--- src/design/smpc_pkg.sv ---
`default_nettype none
package smpc_pkg;
	// positions inside the synchronised pin vector
	localparam int P_ROM = 0;
	localparam int P_SCAN = 1;
	localparam int P_GPIO = 2;
	localparam int P_PWR = 10;
	localparam int P_SEL = 11;
	localparam int P_SMB = 12;
	localparam int P_DBG = 13;
	localparam int P_CLKREQ = 14;
	localparam int P_TCK = 17;
	localparam int P_TMS = 18;
	localparam int P_TDI = 19;
	localparam int P_TRST = 20;
	localparam int PIN_W = 21;
	// filter reset values: rom data, power saving and debug enable bits high, all others low
	localparam logic [PIN_W-1:0] PIN_RST = 21'h002401;
	// sync chain plus filter before straps are trusted
	localparam logic [2:0] STRAP_SETTLE_CYCLES = 3'h4;
	localparam int IR_W = 4;
	localparam logic [IR_W-1:0] IR_CAPTURE = 4'h1;
	localparam logic [IR_W-1:0] IR_RESET = 4'hf;
	localparam logic [2:0] CLKREQ_ALL_DRIVEN = 3'h7;

	typedef enum logic [3:0] {
		TAP_RESET = 4'h0,
		TAP_IDLE = 4'h1,
		TAP_SEL_DR = 4'h3,
		TAP_CAP_DR = 4'h2,
		TAP_SHIFT_DR = 4'h6,
		TAP_EXIT1_DR = 4'h7,
		TAP_UPD_DR = 4'h5,
		TAP_PAUSE_DR = 4'h4,
		TAP_EXIT2_DR = 4'hc,
		TAP_SEL_IR = 4'hd,
		TAP_CAP_IR = 4'hf,
		TAP_SHIFT_IR = 4'he,
		TAP_EXIT1_IR = 4'ha,
		TAP_PAUSE_IR = 4'hb,
		TAP_EXIT2_IR = 4'h9,
		TAP_UPD_IR = 4'h8
	} smpc_tap_state_t;
endpackage
`default_nettype wire

--- src/design/smpc_pin_ctrl.sv ---
`timescale 1ns/1ps
`default_nettype none
module smpc_pin_ctrl
	import smpc_pkg::*;
(
	input wire logic clk,
	input wire logic rst,
	input wire logic serial_rom_data_in,
	output logic serial_rom_data_out,
	output logic serial_rom_data_oe,
	output logic serial_rom_clock,
	input wire logic rom_clock_req,
	input wire logic rom_data_req,
	input wire logic rom_data_oe_req,
	output logic rom_data_rx,
	input wire logic scan_shift_en_in,
	output logic scan_shift_en_out,
	output logic scan_shift_en_oe,
	input wire logic mfg_test_mode,
	output logic scan_shift_en_core,
	input wire logic [7:0] gpio_in,
	output logic [7:0] gpio_out,
	output logic [7:0] gpio_oe,
	input wire logic [7:0] gpio_out_ctrl,
	input wire logic [7:0] gpio_oe_ctrl,
	output logic [7:0] gpio_rx,
	input wire logic power_saving_strap,
	input wire logic substate_or_status_select,
	input wire logic protocol_select_strap,
	input wire logic debug_enable_strap,
	output logic straps_valid,
	output logic config_rom_enable,
	output logic power_save_enable,
	output logic l1ss_enable,
	output logic port_status_mode,
	output logic mgmt_protocol_smbus,
	output logic [2:0] mgmt_addr_low,
	output logic debug_mode_active,
	output logic [4:0] debug_select,
	input wire logic [2:0] clock_request_n_in,
	output logic [2:0] clock_request_n_out,
	output logic [2:0] clock_request_n_oe,
	input wire logic [2:0] l1ss_clkreq_n_req,
	input wire logic [2:0] l1ss_clkreq_oe_req,
	input wire logic [2:0] port_state,
	output logic [2:0] clock_request_n_rx,
	input wire logic tck,
	input wire logic tms,
	input wire logic tdi,
	input wire logic test_reset_n,
	output logic tdo,
	output logic tdo_oe,
	output logic [IR_W-1:0] tap_instruction
);
	logic [PIN_W-1:0] pin_raw;
	logic [PIN_W-1:0] s1_reg, s2_reg, s3_reg, filt_reg, filt_next;
	logic [2:0] settle_reg, settle_next;
	logic captured_reg, captured_next;
	logic rom_en_reg, rom_en_next, pwr_reg, pwr_next, sel_reg, sel_next;
	logic smb_reg, smb_next, dbg_reg, dbg_next;
	logic [2:0] addr_reg, addr_next;
	logic rom_do_reg, rom_do_next, rom_oe_reg, rom_oe_next, rom_clk_reg, rom_clk_next;
	logic [7:0] gpo_reg, gpo_next, gpoe_reg, gpoe_next;
	logic [4:0] dsel_reg, dsel_next;
	logic [2:0] ck_out_reg, ck_out_next, ck_oe_reg, ck_oe_next;
	smpc_tap_state_t tap_reg, tap_next;
	logic [IR_W-1:0] ir_reg, ir_next, irsh_reg, irsh_next;
	logic byp_reg, byp_next, tdo_reg, tdo_next, tdoe_reg, tdoe_next;
	logic tck_prev_reg, tck_rise, tck_fall, trst_act;

	assign pin_raw = {test_reset_n, tdi, tms, tck, clock_request_n_in, debug_enable_strap,
		protocol_select_strap, substate_or_status_select, power_saving_strap, gpio_in,
		scan_shift_en_in, serial_rom_data_in};

	////////////////////////////////////////////////////////////////////////////////
	// pin synchroniser, a bit changes once stages two and three agree
	always_comb begin
		filt_next = (s2_reg & ~(s2_reg ^ s3_reg)) | (filt_reg & (s2_reg ^ s3_reg));
	end

	always_ff @(posedge clk) begin
		if (rst) begin
			s1_reg <= PIN_RST;
			s2_reg <= PIN_RST;
			s3_reg <= PIN_RST;
			filt_reg <= PIN_RST;
		end else begin
			s1_reg <= pin_raw;
			s2_reg <= s1_reg;
			s3_reg <= s2_reg;
			filt_reg <= filt_next;
		end
	end

	////////////////////////////////////////////////////////////////////////////////
	// strap capture
	always_comb begin
		settle_next = settle_reg;
		captured_next = captured_reg;
		rom_en_next = rom_en_reg;
		pwr_next = pwr_reg;
		sel_next = sel_reg;
		smb_next = smb_reg;
		dbg_next = dbg_reg;
		addr_next = addr_reg;
		if (!captured_reg) begin
			if (settle_reg == STRAP_SETTLE_CYCLES) begin
				captured_next = 1'b1;
				rom_en_next = filt_reg[P_ROM];
				pwr_next = filt_reg[P_PWR];
				sel_next = filt_reg[P_SEL];
				smb_next = filt_reg[P_SMB];
				dbg_next = ~filt_reg[P_DBG];
				addr_next = filt_reg[P_GPIO+7:P_GPIO+5];
			end else begin
				settle_next = settle_reg + 3'h1;
			end
		end
	end

	always_ff @(posedge clk) begin
		if (rst) begin
			settle_reg <= 3'h0;
			captured_reg <= 1'b0;
			rom_en_reg <= PIN_RST[P_ROM];
			pwr_reg <= PIN_RST[P_PWR];
			sel_reg <= PIN_RST[P_SEL];
			smb_reg <= PIN_RST[P_SMB];
			dbg_reg <= ~PIN_RST[P_DBG];
			addr_reg <= 3'h0;
		end else begin
			settle_reg <= settle_next;
			captured_reg <= captured_next;
			rom_en_reg <= rom_en_next;
			pwr_reg <= pwr_next;
			sel_reg <= sel_next;
			smb_reg <= smb_next;
			dbg_reg <= dbg_next;
			addr_reg <= addr_next;
		end
	end

	assign straps_valid = captured_reg;
	assign config_rom_enable = rom_en_reg;
	assign power_save_enable = pwr_reg;
	assign l1ss_enable = captured_reg & ~sel_reg;
	assign port_status_mode = captured_reg & sel_reg;
	assign mgmt_protocol_smbus = smb_reg;
	assign mgmt_addr_low = addr_reg;
	assign debug_mode_active = captured_reg & dbg_reg;

	////////////////////////////////////////////////////////////////////////////////
	// pin drivers
	always_comb begin
		rom_clk_next = captured_reg & rom_en_reg & rom_clock_req;
		rom_do_next = rom_data_req;
		rom_oe_next = captured_reg & rom_en_reg & rom_data_oe_req;
		gpo_next = gpio_out_ctrl;
		gpoe_next = gpio_oe_ctrl;
		dsel_next = debug_mode_active ? filt_reg[P_GPIO+4:P_GPIO] : 5'h00;
		if (port_status_mode) begin
			ck_out_next = port_state;
			ck_oe_next = CLKREQ_ALL_DRIVEN;
		end else if (l1ss_enable) begin
			ck_out_next = l1ss_clkreq_n_req;
			ck_oe_next = l1ss_clkreq_oe_req;
		end else begin
			ck_out_next = 3'h7;
			ck_oe_next = 3'h0;
		end
	end

	always_ff @(posedge clk) begin
		if (rst) begin
			rom_clk_reg <= 1'b0;
			rom_do_reg <= 1'b0;
			rom_oe_reg <= 1'b0;
			gpo_reg <= 8'h00;
			gpoe_reg <= 8'h00;
			dsel_reg <= 5'h00;
			ck_out_reg <= 3'h7;
			ck_oe_reg <= 3'h0;
		end else begin
			rom_clk_reg <= rom_clk_next;
			rom_do_reg <= rom_do_next;
			rom_oe_reg <= rom_oe_next;
			gpo_reg <= gpo_next;
			gpoe_reg <= gpoe_next;
			dsel_reg <= dsel_next;
			ck_out_reg <= ck_out_next;
			ck_oe_reg <= ck_oe_next;
		end
	end

	assign serial_rom_clock = rom_clk_reg;
	assign serial_rom_data_out = rom_do_reg;
	assign serial_rom_data_oe = rom_oe_reg;
	assign rom_data_rx = filt_reg[P_ROM];
	assign gpio_out = gpo_reg;
	assign gpio_oe = gpoe_reg;
	assign gpio_rx = filt_reg[P_GPIO+7:P_GPIO];
	assign debug_select = dsel_reg;
	assign clock_request_n_out = ck_out_reg;
	assign clock_request_n_oe = ck_oe_reg;
	assign clock_request_n_rx = filt_reg[P_CLKREQ+2:P_CLKREQ];
	assign scan_shift_en_out = 1'b0;
	assign scan_shift_en_oe = ~mfg_test_mode;
	assign scan_shift_en_core = mfg_test_mode & filt_reg[P_SCAN];

	////////////////////////////////////////////////////////////////////////////////
	// test access port, tck edges from the filtered pin
	assign tck_rise = filt_reg[P_TCK] & ~tck_prev_reg;
	assign tck_fall = ~filt_reg[P_TCK] & tck_prev_reg;
	assign trst_act = ~filt_reg[P_TRST];

	always_comb begin
		tap_next = tap_reg;
		ir_next = ir_reg;
		irsh_next = irsh_reg;
		byp_next = byp_reg;
		tdo_next = tdo_reg;
		tdoe_next = tdoe_reg;
		if (trst_act) begin
			tap_next = TAP_RESET;
			ir_next = IR_RESET;
			tdoe_next = 1'b0;
		end else if (tck_rise) begin
			unique case (tap_reg)
				TAP_CAP_DR: byp_next = 1'b0;
				TAP_SHIFT_DR: byp_next = filt_reg[P_TDI];
				TAP_CAP_IR: irsh_next = IR_CAPTURE;
				TAP_SHIFT_IR: irsh_next = {filt_reg[P_TDI], irsh_reg[IR_W-1:1]};
				TAP_UPD_IR: ir_next = irsh_reg;
				TAP_RESET: ir_next = IR_RESET;
				default: ir_next = ir_reg;
			endcase
			unique case (tap_reg)
				TAP_RESET: tap_next = filt_reg[P_TMS] ? TAP_RESET : TAP_IDLE;
				TAP_IDLE: tap_next = filt_reg[P_TMS] ? TAP_SEL_DR : TAP_IDLE;
				TAP_SEL_DR: tap_next = filt_reg[P_TMS] ? TAP_SEL_IR : TAP_CAP_DR;
				TAP_CAP_DR: tap_next = filt_reg[P_TMS] ? TAP_EXIT1_DR : TAP_SHIFT_DR;
				TAP_SHIFT_DR: tap_next = filt_reg[P_TMS] ? TAP_EXIT1_DR : TAP_SHIFT_DR;
				TAP_EXIT1_DR: tap_next = filt_reg[P_TMS] ? TAP_UPD_DR : TAP_PAUSE_DR;
				TAP_PAUSE_DR: tap_next = filt_reg[P_TMS] ? TAP_EXIT2_DR : TAP_PAUSE_DR;
				TAP_EXIT2_DR: tap_next = filt_reg[P_TMS] ? TAP_UPD_DR : TAP_SHIFT_DR;
				TAP_UPD_DR: tap_next = filt_reg[P_TMS] ? TAP_SEL_DR : TAP_IDLE;
				TAP_SEL_IR: tap_next = filt_reg[P_TMS] ? TAP_RESET : TAP_CAP_IR;
				TAP_CAP_IR: tap_next = filt_reg[P_TMS] ? TAP_EXIT1_IR : TAP_SHIFT_IR;
				TAP_SHIFT_IR: tap_next = filt_reg[P_TMS] ? TAP_EXIT1_IR : TAP_SHIFT_IR;
				TAP_EXIT1_IR: tap_next = filt_reg[P_TMS] ? TAP_UPD_IR : TAP_PAUSE_IR;
				TAP_PAUSE_IR: tap_next = filt_reg[P_TMS] ? TAP_EXIT2_IR : TAP_PAUSE_IR;
				TAP_EXIT2_IR: tap_next = filt_reg[P_TMS] ? TAP_UPD_IR : TAP_SHIFT_IR;
				TAP_UPD_IR: tap_next = filt_reg[P_TMS] ? TAP_SEL_DR : TAP_IDLE;
			endcase
		end else if (tck_fall) begin
			tdoe_next = (tap_reg == TAP_SHIFT_DR) || (tap_reg == TAP_SHIFT_IR);
			tdo_next = (tap_reg == TAP_SHIFT_IR) ? irsh_reg[0] : byp_reg;
		end
	end

	always_ff @(posedge clk) begin
		if (rst) begin
			tck_prev_reg <= 1'b0;
			tap_reg <= TAP_RESET;
			ir_reg <= IR_RESET;
			irsh_reg <= IR_CAPTURE;
			byp_reg <= 1'b0;
			tdo_reg <= 1'b0;
			tdoe_reg <= 1'b0;
		end else begin
			tck_prev_reg <= filt_reg[P_TCK];
			tap_reg <= tap_next;
			ir_reg <= ir_next;
			irsh_reg <= irsh_next;
			byp_reg <= byp_next;
			tdo_reg <= tdo_next;
			tdoe_reg <= tdoe_next;
		end
	end

	assign tdo = tdo_reg;
	assign tdo_oe = tdoe_reg;
	assign tap_instruction = ir_reg;

	////////////////////////////////////////////////////////////////////////////////
	// checks
	a_rom_strap_off: assert property (@(posedge clk) disable iff (rst)
		captured_reg && !rom_en_reg |=> !serial_rom_data_oe && !serial_rom_clock)
		else $error("rom pins active while rom disabled");
	a_rom_clock_run: assert property (@(posedge clk) disable iff (rst)
		captured_reg && rom_en_reg && rom_clock_req |=> serial_rom_clock)
		else $error("rom clock not forwarded");
	a_scan_low: assert property (@(posedge clk) disable iff (rst)
		!mfg_test_mode |-> scan_shift_en_oe && !scan_shift_en_out && !scan_shift_en_core)
		else $error("scan enable not held low");
	a_gpio_dir: assert property (@(posedge clk) disable iff (rst)
		!$past(rst) |-> gpio_oe == $past(gpio_oe_ctrl))
		else $error("gpio direction mismatch");
	a_addr_strap: assert property (@(posedge clk) disable iff (rst)
		$rose(captured_reg) |-> mgmt_addr_low == $past(filt_reg[P_GPIO+7:P_GPIO+5]))
		else $error("management address not from gpio");
	a_debug_code: assert property (@(posedge clk) disable iff (rst)
		!debug_mode_active |=> debug_select == 5'h00)
		else $error("debug select outside debug mode");
	a_power_save: assert property (@(posedge clk) disable iff (rst)
		$rose(captured_reg) |-> power_save_enable == $past(filt_reg[P_PWR]))
		else $error("power saving strap mismatch");
	a_mode_excl: assert property (@(posedge clk) disable iff (rst)
		captured_reg |-> l1ss_enable != port_status_mode)
		else $error("substate and status both or neither");
	a_proto_sel: assert property (@(posedge clk) disable iff (rst)
		$rose(captured_reg) |-> mgmt_protocol_smbus == $past(filt_reg[P_SMB]))
		else $error("protocol strap mismatch");
	a_tap_shift: assert property (@(posedge clk) disable iff (rst)
		!trst_act && tck_fall && tap_reg == TAP_SHIFT_DR |=> tdo_oe && tdo == $past(byp_reg))
		else $error("tdo not driven in shift");
	a_tap_step: assert property (@(posedge clk) disable iff (rst)
		!trst_act && tck_rise && tap_reg == TAP_RESET && !filt_reg[P_TMS] |=> tap_reg == TAP_IDLE)
		else $error("tap did not leave reset");
	a_tap_trst: assert property (@(posedge clk) disable iff (rst)
		trst_act |=> tap_reg == TAP_RESET && ir_reg == IR_RESET)
		else $error("test reset ignored");
	a_status_out: assert property (@(posedge clk) disable iff (rst)
		port_status_mode |=> clock_request_n_oe == 3'h7 && clock_request_n_out == $past(port_state))
		else $error("port status not driven");
	a_strap_hold: assert property (@(posedge clk) disable iff (rst)
		captured_reg |=> $stable(rom_en_reg) && $stable(sel_reg) && $stable(addr_reg))
		else $error("strap changed after capture");
endmodule // smpc_pin_ctrl
`default_nettype wire

--- config.mk ---
export PLATFORM = sky130hd
export DESIGN_NAME = smpc_pin_ctrl
export DESIGN_NICKNAME = d
export VERILOG_FILES = /design/src/design/smpc_pkg.sv /design/src/design/smpc_pin_ctrl.sv
export SDC_FILE = /design/constraint.sdc
export NUM_CORES = 1
export LEC_CHECK = 0
export CORE_MARGIN = 3
export CORE_UTILIZATION = 30
export DETAILED_ROUTE_END_ITERATION = 12
export DONT_BUFFER_PORTS = 1
export HOLD_SLACK_MARGIN = 0.12
export MAX_ROUTING_LAYER = met4
export SLEW_MARGIN = 20
export SYNTH_ARGS = -nofsm -noshare
export SYNTH_HDL_FRONTEND = slang
export SYNTH_SLANG_ARGS = --single-unit
--- constraint.sdc ---
create_clock -name clk -period 1.7 [get_ports clk]
set_input_delay 0.34 -clock clk [delete_from_list [all_inputs] [get_ports clk]]
set_output_delay 0.34 -clock clk [all_outputs]
set_load 0.05 [all_outputs]
## After elaboration in Yosys (flattened, before gate mapping)

Index checks and enable logic that the tools add are counted.

- Mux-type cells: 23
- Order comparisons: 0
- Eq/ne operators: 16
- $mul: 0
- Div/mod/pow operators: 0
- Bitwise operators: 24
- Add/sub/neg operators: 1
- Reduce and logical (&&, ||, !) cells: 17
- Shift-type cells: 0

Operators by type and width:

| operator | number |
|---|---|
| $pmux W4 S12 | 1 |
| $and A21 B21 Y21 | 2 |
| $eq A4 B4 Y1 const B | 8 |
| $not A21 Y21 | 1 |
| $or A21 B21 Y21 | 1 |
| $xor A21 B21 Y21 | 1 |
| $mux W3 | 6 |
| $eq A4 B3 Y1 const B | 4 |
| $pmux W4 S2 | 2 |
| $mux W4 | 3 |
| $not A1 Y1 | 10 |
| $and A1 B1 Y1 | 9 |
| $reduce_and A3 Y1 | 3 |
| $eq A4 B2 Y1 const B | 2 |
| $mux W2 | 4 |
| $reduce_and A2 Y1 | 4 |
| $reduce_or A2 Y1 | 4 |
| $mux W1 | 6 |
| $reduce_bool A2 Y1 | 3 |
| $eq A4 B1 Y1 const B | 1 |
| $logic_not A4 Y1 | 1 |
| $add A3 B1 Y3 const B | 1 |
| $eq A3 B3 Y1 const B | 1 |
| $reduce_or A3 Y1 | 1 |
| 2 further kinds | 2 |

- Input port bits: 52
- Memories kept: 0
- Bits in writable memories: 0
- ROM bits: 0
- Output and inout port bits: 61
- Word-level logic and storage cells: 108
- Flip-flop bits (word level): 142
- Latch bits: 0

## Depth between registers and ports, before layout

Gate-level depths: netlist of run 1.

- Word-level depth: 4
- Depth in mapped cells: 6
- Mapped depth without buffers: 6

## Worst setup path before layout of run 1

OpenSTA, ideal clock, no wires.

- Path kind: reg-to-output
- Start: register captured_reg, in the netlist straps_valid
- End: output l1ss_enable
- Required time: 1.360 ns
- Path buffers: 0
- Cell stages (with the launch flop): 3
- Arrival time: 1.505 ns
- Path slack: -0.145 ns
- Cells stage by stage: dfxtp_1 -> inv_1 -> nor2_1

- Cells in the longest elaborated chain, start to end: 1

Ends and longest elaborated chain:

| item | RTL line | RTL |
|---|---|---|
| start: declaration | smpc_pin_ctrl.sv:58 | `logic captured_reg, captured_next;` |
| start signal: assignment | smpc_pin_ctrl.sv:133 | `captured_reg <= captured_next;` |
| $and A1 B1 Y1 | smpc_pin_ctrl.sv:146 | `assign l1ss_enable = captured_reg & ~sel_reg;` |
| end: declaration | smpc_pin_ctrl.sv:34 | `output logic l1ss_enable,` |

Every way passes these cells.

==> results.md, run 1 <==
* Worst path required time at 2.06 ns
* Gpl congestion at 0.713
* Distinct cell type count after synthesis at 43
* Async S/R FF share, synth at 0%
* PnR Total Power at 8.00 mW
* Final setup violation count at 0
* Tmin final at 1.62 ns
* Fin cells at 765
* Core Footprint at 15300 um2
* Area fraction of the dominant cell type after synthesis at 60.2%
* Row cnt at 45
* Clock Sinks at 142
* Cell accounting for the most synthesized area: dfxtp_1
* Final ANT Viol Nets at 0
* Syn Area/Cell at 10.1 um2
* Ant diodes at 0
* Maximum vdd ir drop at 0.728 mV
* Sequential share of the synthesized area at 60.2%
* All-Layer GR Usage at 12.3%
* Flop and latch count out of synthesis at 142
* Dominant synthesized flop cell: dfxtp_1
* HP Class: primary input to flop
* Setup WS post-layout at 0.0805 ns
* Initial drt markers at 172
* Count of yosys warnings during synthesis at 0
* Outcome: completed
* Pre-antenna DRT Iters at 5
* Setup TNS at 0 ns
* Max cap viols at 0
* Syn Inst Count at 468
* Fin util at 41.6%
* DR WL/cell at 13.2 um
* Vias at 3400
* Synth Net Count at 522
* Die ar. at 17300 um2
* Routed WL at 10100 um
* Buffers on Ports at 0
* Die span in y at 131 um
* Top cells by area, synth: dfxtp_1 60%, nor2b_1 9.9%, a21oi_1 4.0%, nand2_1 3.3%, o21ai_0 2.6%
* Design area at 6380 um2
* Final Cycle Share at 95.3%
* Clock H-tree levels at 4
* Die width at 131 um
* CP arrival at 1.98 ns
* Placed cells at 653
* Dpl hpwl at 5990 um
* Final Hold Fails at 0
* CP endpoint kind: flop
* Clock-pin slew on the worst setup and hold paths at 0.06 ns
* Via density at 4.44
* Power per cell area at 1260 nW/um2
* CTS tree: done
* Mapped Area at 4720 um2
* Clock tree buffer depth at 2
* Hold_ws at 0.222 ns
* Unrepaired setup endpoints after global routing: no
* Vias in the first global route at 3425
* CTS buffer count at 17
* CTS root buf: clkbuf_16
* CP Launch Type: flop
* DRC viols at 0
* Area grow syn2layout at 35.0%
* Post-synth EDFFs at 0
* Worst slack, placed at 0.198 ns
* Initial antenna violation count at 0
* IO Count at 113
* Max-slew headroom at 60.5%
* Worst Tran Pin Value at 0.591 ns
* Pins Over Slew Limit at 0
* Global-route wire length before repair at 16600 um
* Overflow after GRT at 0
* Nets at 597
* Fmax at 617 MHz
* Starting Density at 30.8%
* WS Path Type: flop to flop
* Clk_lat worst skew at 0.42 ns
* Fin Clk Skew at 0.00904 ns
* Share of post-route cells with drive strength above 1 at 10.1%
* Largest net degree at the start of global routing at 73
* Area after DPL at 4910 um2
* Worst-path maximum fanout at 4
* Leak at 2.52 nW
-- Yosys cell counts (2+ instances only) --
library cell / number
nand3b_1: 9
nand2b_1: 2
clkbuf_1: 18
nor2b_1: 75
dfxtp_1: 142
nor2_1: 21
and3b_1: 4
and3_1: 8
inv_1: 6
buf_4: 13
and2_1: 5
nand3_1: 2
buf_2: 5
nand2_1: 41
a21oi_1: 38
mux2i_1: 7
or2_2: 9
a311oi_1: 2
or3_1: 2
nor3_1: 4
ha_1: 2
o21ai_0: 25
a32oi_1: 2
o21a_1: 3
xnor2_1: 2
o21bai_1: 4
-- timing repair --
action / 4_1_cts / 5_1_grt
hold buffers: 82 / 0
endpoints found under the setup margin: 0 / 4
resized for setup: 0 / 4
endpoints found under the hold margin: 128 / 0
buffers inserted: 0 / 0
-- per-layer routing --
layer | share of wire (%) | global-route usage, % | vias to the layer above
met5 | 0 | - | -
met4 | 1.5 | 5.31 | 0
met3 | 5.4 | 4.52 | 12
met2 | 48 | 19.8 | 118
met1 | 45 | 13.9 | 1580
li1 | - | - | 1690
-- layout make-up --
type / count / area, um2
flip-flops and latches: 142 / 2850
repair buffers: 93 / 958
fillers: 1478 / 8940
clock inverters: 10 / 189
well taps: 211 / 264
inverters: 6 / 22.5
clock buffers: 20 / 437
multi-input cells: 283 / 1660
-- path summary, 6_finish.rpt --
check / start / to / slack [ns] / cells after the start
worst max register to register: flop / flop / 0.08 / 3
worst max-delay path: flop / flop / 0.08 / 3
worst min-delay path: rst / clock_request_n_out[2]$_SDFF_PP1_ / 0.22 / 3
worst min register to register: s1_reg[10]$_SDFF_PP1_ / s2_reg[10]$_SDFF_PP1_ / 0.40 / 1
-- report_power, final --
group | switching [mW] | internal [mW]
sequential | 0.192 | 3.46
combinational | 0.192 | 0.226
clock | 1.35 | 2.59
total | 1.73 | 6.27
-- logic make-up (layout without fill, tap and decap cells) --
group                    count (synthesis)  count (layout)  synth area share (%)
AO/OA/AOI/OAI                           82              82                  9.99
buffers and inverters                   43             129                  4.74
flip-flops                             142             142                  60.2
AND/OR/NAND/NOR                        188             188                  22.4
multiplexers                             8               8                  1.72
other                                    1               1                0.0794
adder cells (fa/ha/maj)                  2               2                 0.530
XOR/XNOR                                 2               2                 0.371
-- placed cells by master (no fill, tap or decap), types with 7 or more instances in the layout --
cell / netlist / final
dfxtp_1: 142 / 138
dlygate4sd3_1: 0 / 81
nor2b_1: 75 / 75
nand2_1: 41 / 41
a21oi_1: 38 / 38
o21ai_0: 25 / 25
nor2_1: 21 / 20
clkbuf_16: 0 / 17
nand3b_1: 9 / 9
or2_2: 9 / 9
and3_1: 8 / 8
buf_4: 13 / 8
mux2i_1: 7 / 7
-- critical path, stage by stage (launching register included) --
cell and delay [ns]:
dfxtp_1 0.67, o21ai_0 0.17, a21oi_1 0.16, dlygate4sd3_1 0.56
Power figures use the tool's default switching activity.
==> run 2: changes to the inputs <==
- GPL_TIMING_DRIVEN: unset -> 0
- SLEW_MARGIN: 20 -> 40
==> results.md, run 2 (synthesis gave the netlist of run 1 again) <==
* NetSw at 1.74 mW
* Global-route wire length before repair at 16900 um
* Area grow syn2layout at 28.7%
* Core Footprint at 15300 um2
* Share of post-route cells with drive strength above 1 at 12.0%
* Area after DPL at 4990 um2
* Clock H-tree levels at 4
* Routed met2 length at 4690 um
* Placed cells at 679
* CP Launch Type: flop
* Fin cells at 760
* Clock Sinks at 142
* Via density at 4.35
* HP Class: primary input to flop
* Dpl hpwl at 6910 um
* Die width at 131 um
* DR WL/cell at 13.2 um
* Final setup violation count at 0
* IO Count at 113
* Worst Tran Pin Value at 0.583 ns
* Outcome: completed
* Clock tree buffer depth at 2
* Clock share of power at 46.9%
* Fmax at 620 MHz
* Slowest stage cell, crit path: dfxtp_4
* Pre-antenna DRT Iters at 4
* Initial antenna violation count at 0
* R2R Path End: debug_select[1]$_SDFF_PP0_
* Pins Over Slew Limit at 0
* Routed WL at 9990 um
* Worst hold start: rst
* Initial drt markers at 178
* DRC viols at 0
* CP endpoint kind: primary output
* Worst r2r src: straps_valid$_SDFF_PP0_
* Row cnt at 45
* Worst path cell trace: inv_2 -> nor2_4
* Max cap viols at 0
* Fin Clk Skew at 0.00702 ns
* Worst path required time at 1.36 ns
* Die ar. at 17300 um2
* Hold_ws at 0.211 ns
* CP arrival at 1.27 ns
* PnR Total Power at 7.63 mW
* Starting Density at 30.8%
* Setup WS post-layout at 0.0861 ns
* Hold Crit Endpoint: tap_reg[3]$_SDFFE_PP0P_
* Unrepaired setup endpoints after global routing: no
* WL met3 at 595 um
* Seq pwr share at 47.9%
* Vias at 3303
* CTS buffer count at 17
* Clock-pin slew on the worst setup and hold paths at 0.06 ns
* FF-to-FF setup slack at 0.27 ns
* Hold Path Depth at 2
* Overflow after GRT at 0
* Max-slew headroom at 61.1%
* Leak at 2.31 nW
* Fin util at 39.7%
* Comb pwr share at 5.2%
* Tmin final at 1.61 ns
* Gpl congestion at 0.723
* Top sig layer: met4
* Sw Share at 22.8%
* Crit path largest cell delay at 0.47 ns
* Cell Int Power at 5.89 mW
* WS Path Type: flop to primary output
* Design area at 6080 um2
* Worst Reg-to-Reg Cells at 4
* Most frequent cells in the layout: 140 x dfxtp_1, 75 x nor2b_1, 50 x dlygate4sd3_1
* Fill count at 1549
* Commonest non-fill, non-tap cell in the layout: dfxtp_1
* Vias in the first global route at 3348
* Final Hold Fails at 0
* Setup TNS at 0 ns
* Final ANT Viol Nets at 0
* Buffers on Ports at 0
* Clk_lat worst skew at 0.41 ns
* Ant diodes at 0
* Nets at 590
* Worst slack, placed at -0.325 ns
* Maximum vdd ir drop at 0.790 mV
* CTS tree: done
* Die span in y at 131 um
* Final Cycle Share at 94.9%
* CTS root buf: clkbuf_16
* Power per cell area at 1250 nW/um2
* Worst-path maximum fanout at 7
* All-Layer GR Usage at 12.6%
* Largest net degree at the start of global routing at 17
* Met1 wire length at 4580 um
-- run 2: changes by cell type in the layout (fill, tap and decap cells not counted), moves of 2 or more --
cell and change:
dlygate4sd3_1 -31, clkbuf_1 +17, buf_2 +5, buf_4 +5
buf_12 -3, bufinv_16 -3, dfxtp_2 -3, and2_1 -2
and2_2 +2, clkbuf_8 +2, clkinvlp_4 +2, dfxtp_1 +2
-- run 2: cell type report --
type | count | area (um2) | area share [%]
clock inverters | 9 | 110 | 1.81
clock buffers | 23 | 468 | 7.70
inverters | 6 | 22.5 | 0.371
well taps | 211 | 264 | 4.34
multi-input cells | 283 | 1670 | 27.4
repair buffers | 50 | 500 | 8.23
plain buffers | 36 | 199 | 3.27
flip-flops and latches | 142 | 2850 | 46.9
-- run 2: worst max-delay path by stage --
stage	endpoint	startpoint	slack, ns
detailed placement	debug_select[2]$_SDFF_PP0_	straps_valid$_SDFF_PP0_	-0.32
global placement	debug_select[2]$_SDFF_PP0_	straps_valid$_SDFF_PP0_	-0.27
global route	scan_shift_en_core	flop	0.03
finish	l1ss_enable	straps_valid$_SDFF_PP0_	0.09
CTS	l1ss_enable	straps_valid$_SDFF_PP0_	0.02
floorplan	l1ss_enable	straps_valid$_SDFF_PP0_	0.07
-- run 2: per-layer routing --
| layer | up-vias | global-route usage (%) |
|---|---|---|
| li1 | 1673 | - |
| met1 | 1519 | 15.2 |
| met2 | 102 | 19.4 |
| met3 | 9 | 4.52 |
| met4 | 0 | 4.73 |
| met5 | - | - |
-- run 2: what timing repair did --
| action | 4_1_cts | 5_1_grt |
|---|---|---|
| endpoints found under the hold margin | 50 | 0 |
| resized for setup | 6 | 3 |
| hold buffers | 50 | 0 |
| gates cloned | 0 | 0 |
| pin swaps | 0 | 1 |
| setup endpoints to repair | 15 | 11 |
| buffers inserted | 0 | 0 |
-- run 2: power groups by stage --
stage          registers [mW]  clock network, mW  logic (mW)
3_3_place_gp             3.72                  0       0.294
2_1_floorplan            3.70                  0       0.245
6_report                 3.65               3.58       0.394
5_1_grt                  3.67               3.83       0.446
4_1_cts                  3.66               3.69       0.398
3_5_place_dp             3.73                  0       0.308
-- run 2: critical path, delay by kind of cell, from the launching register on --
family	cells	cell delay (ns)
DFF	1	0.47
and+or+nand+nor	1	0.30
buffers and inverters	1	0.09
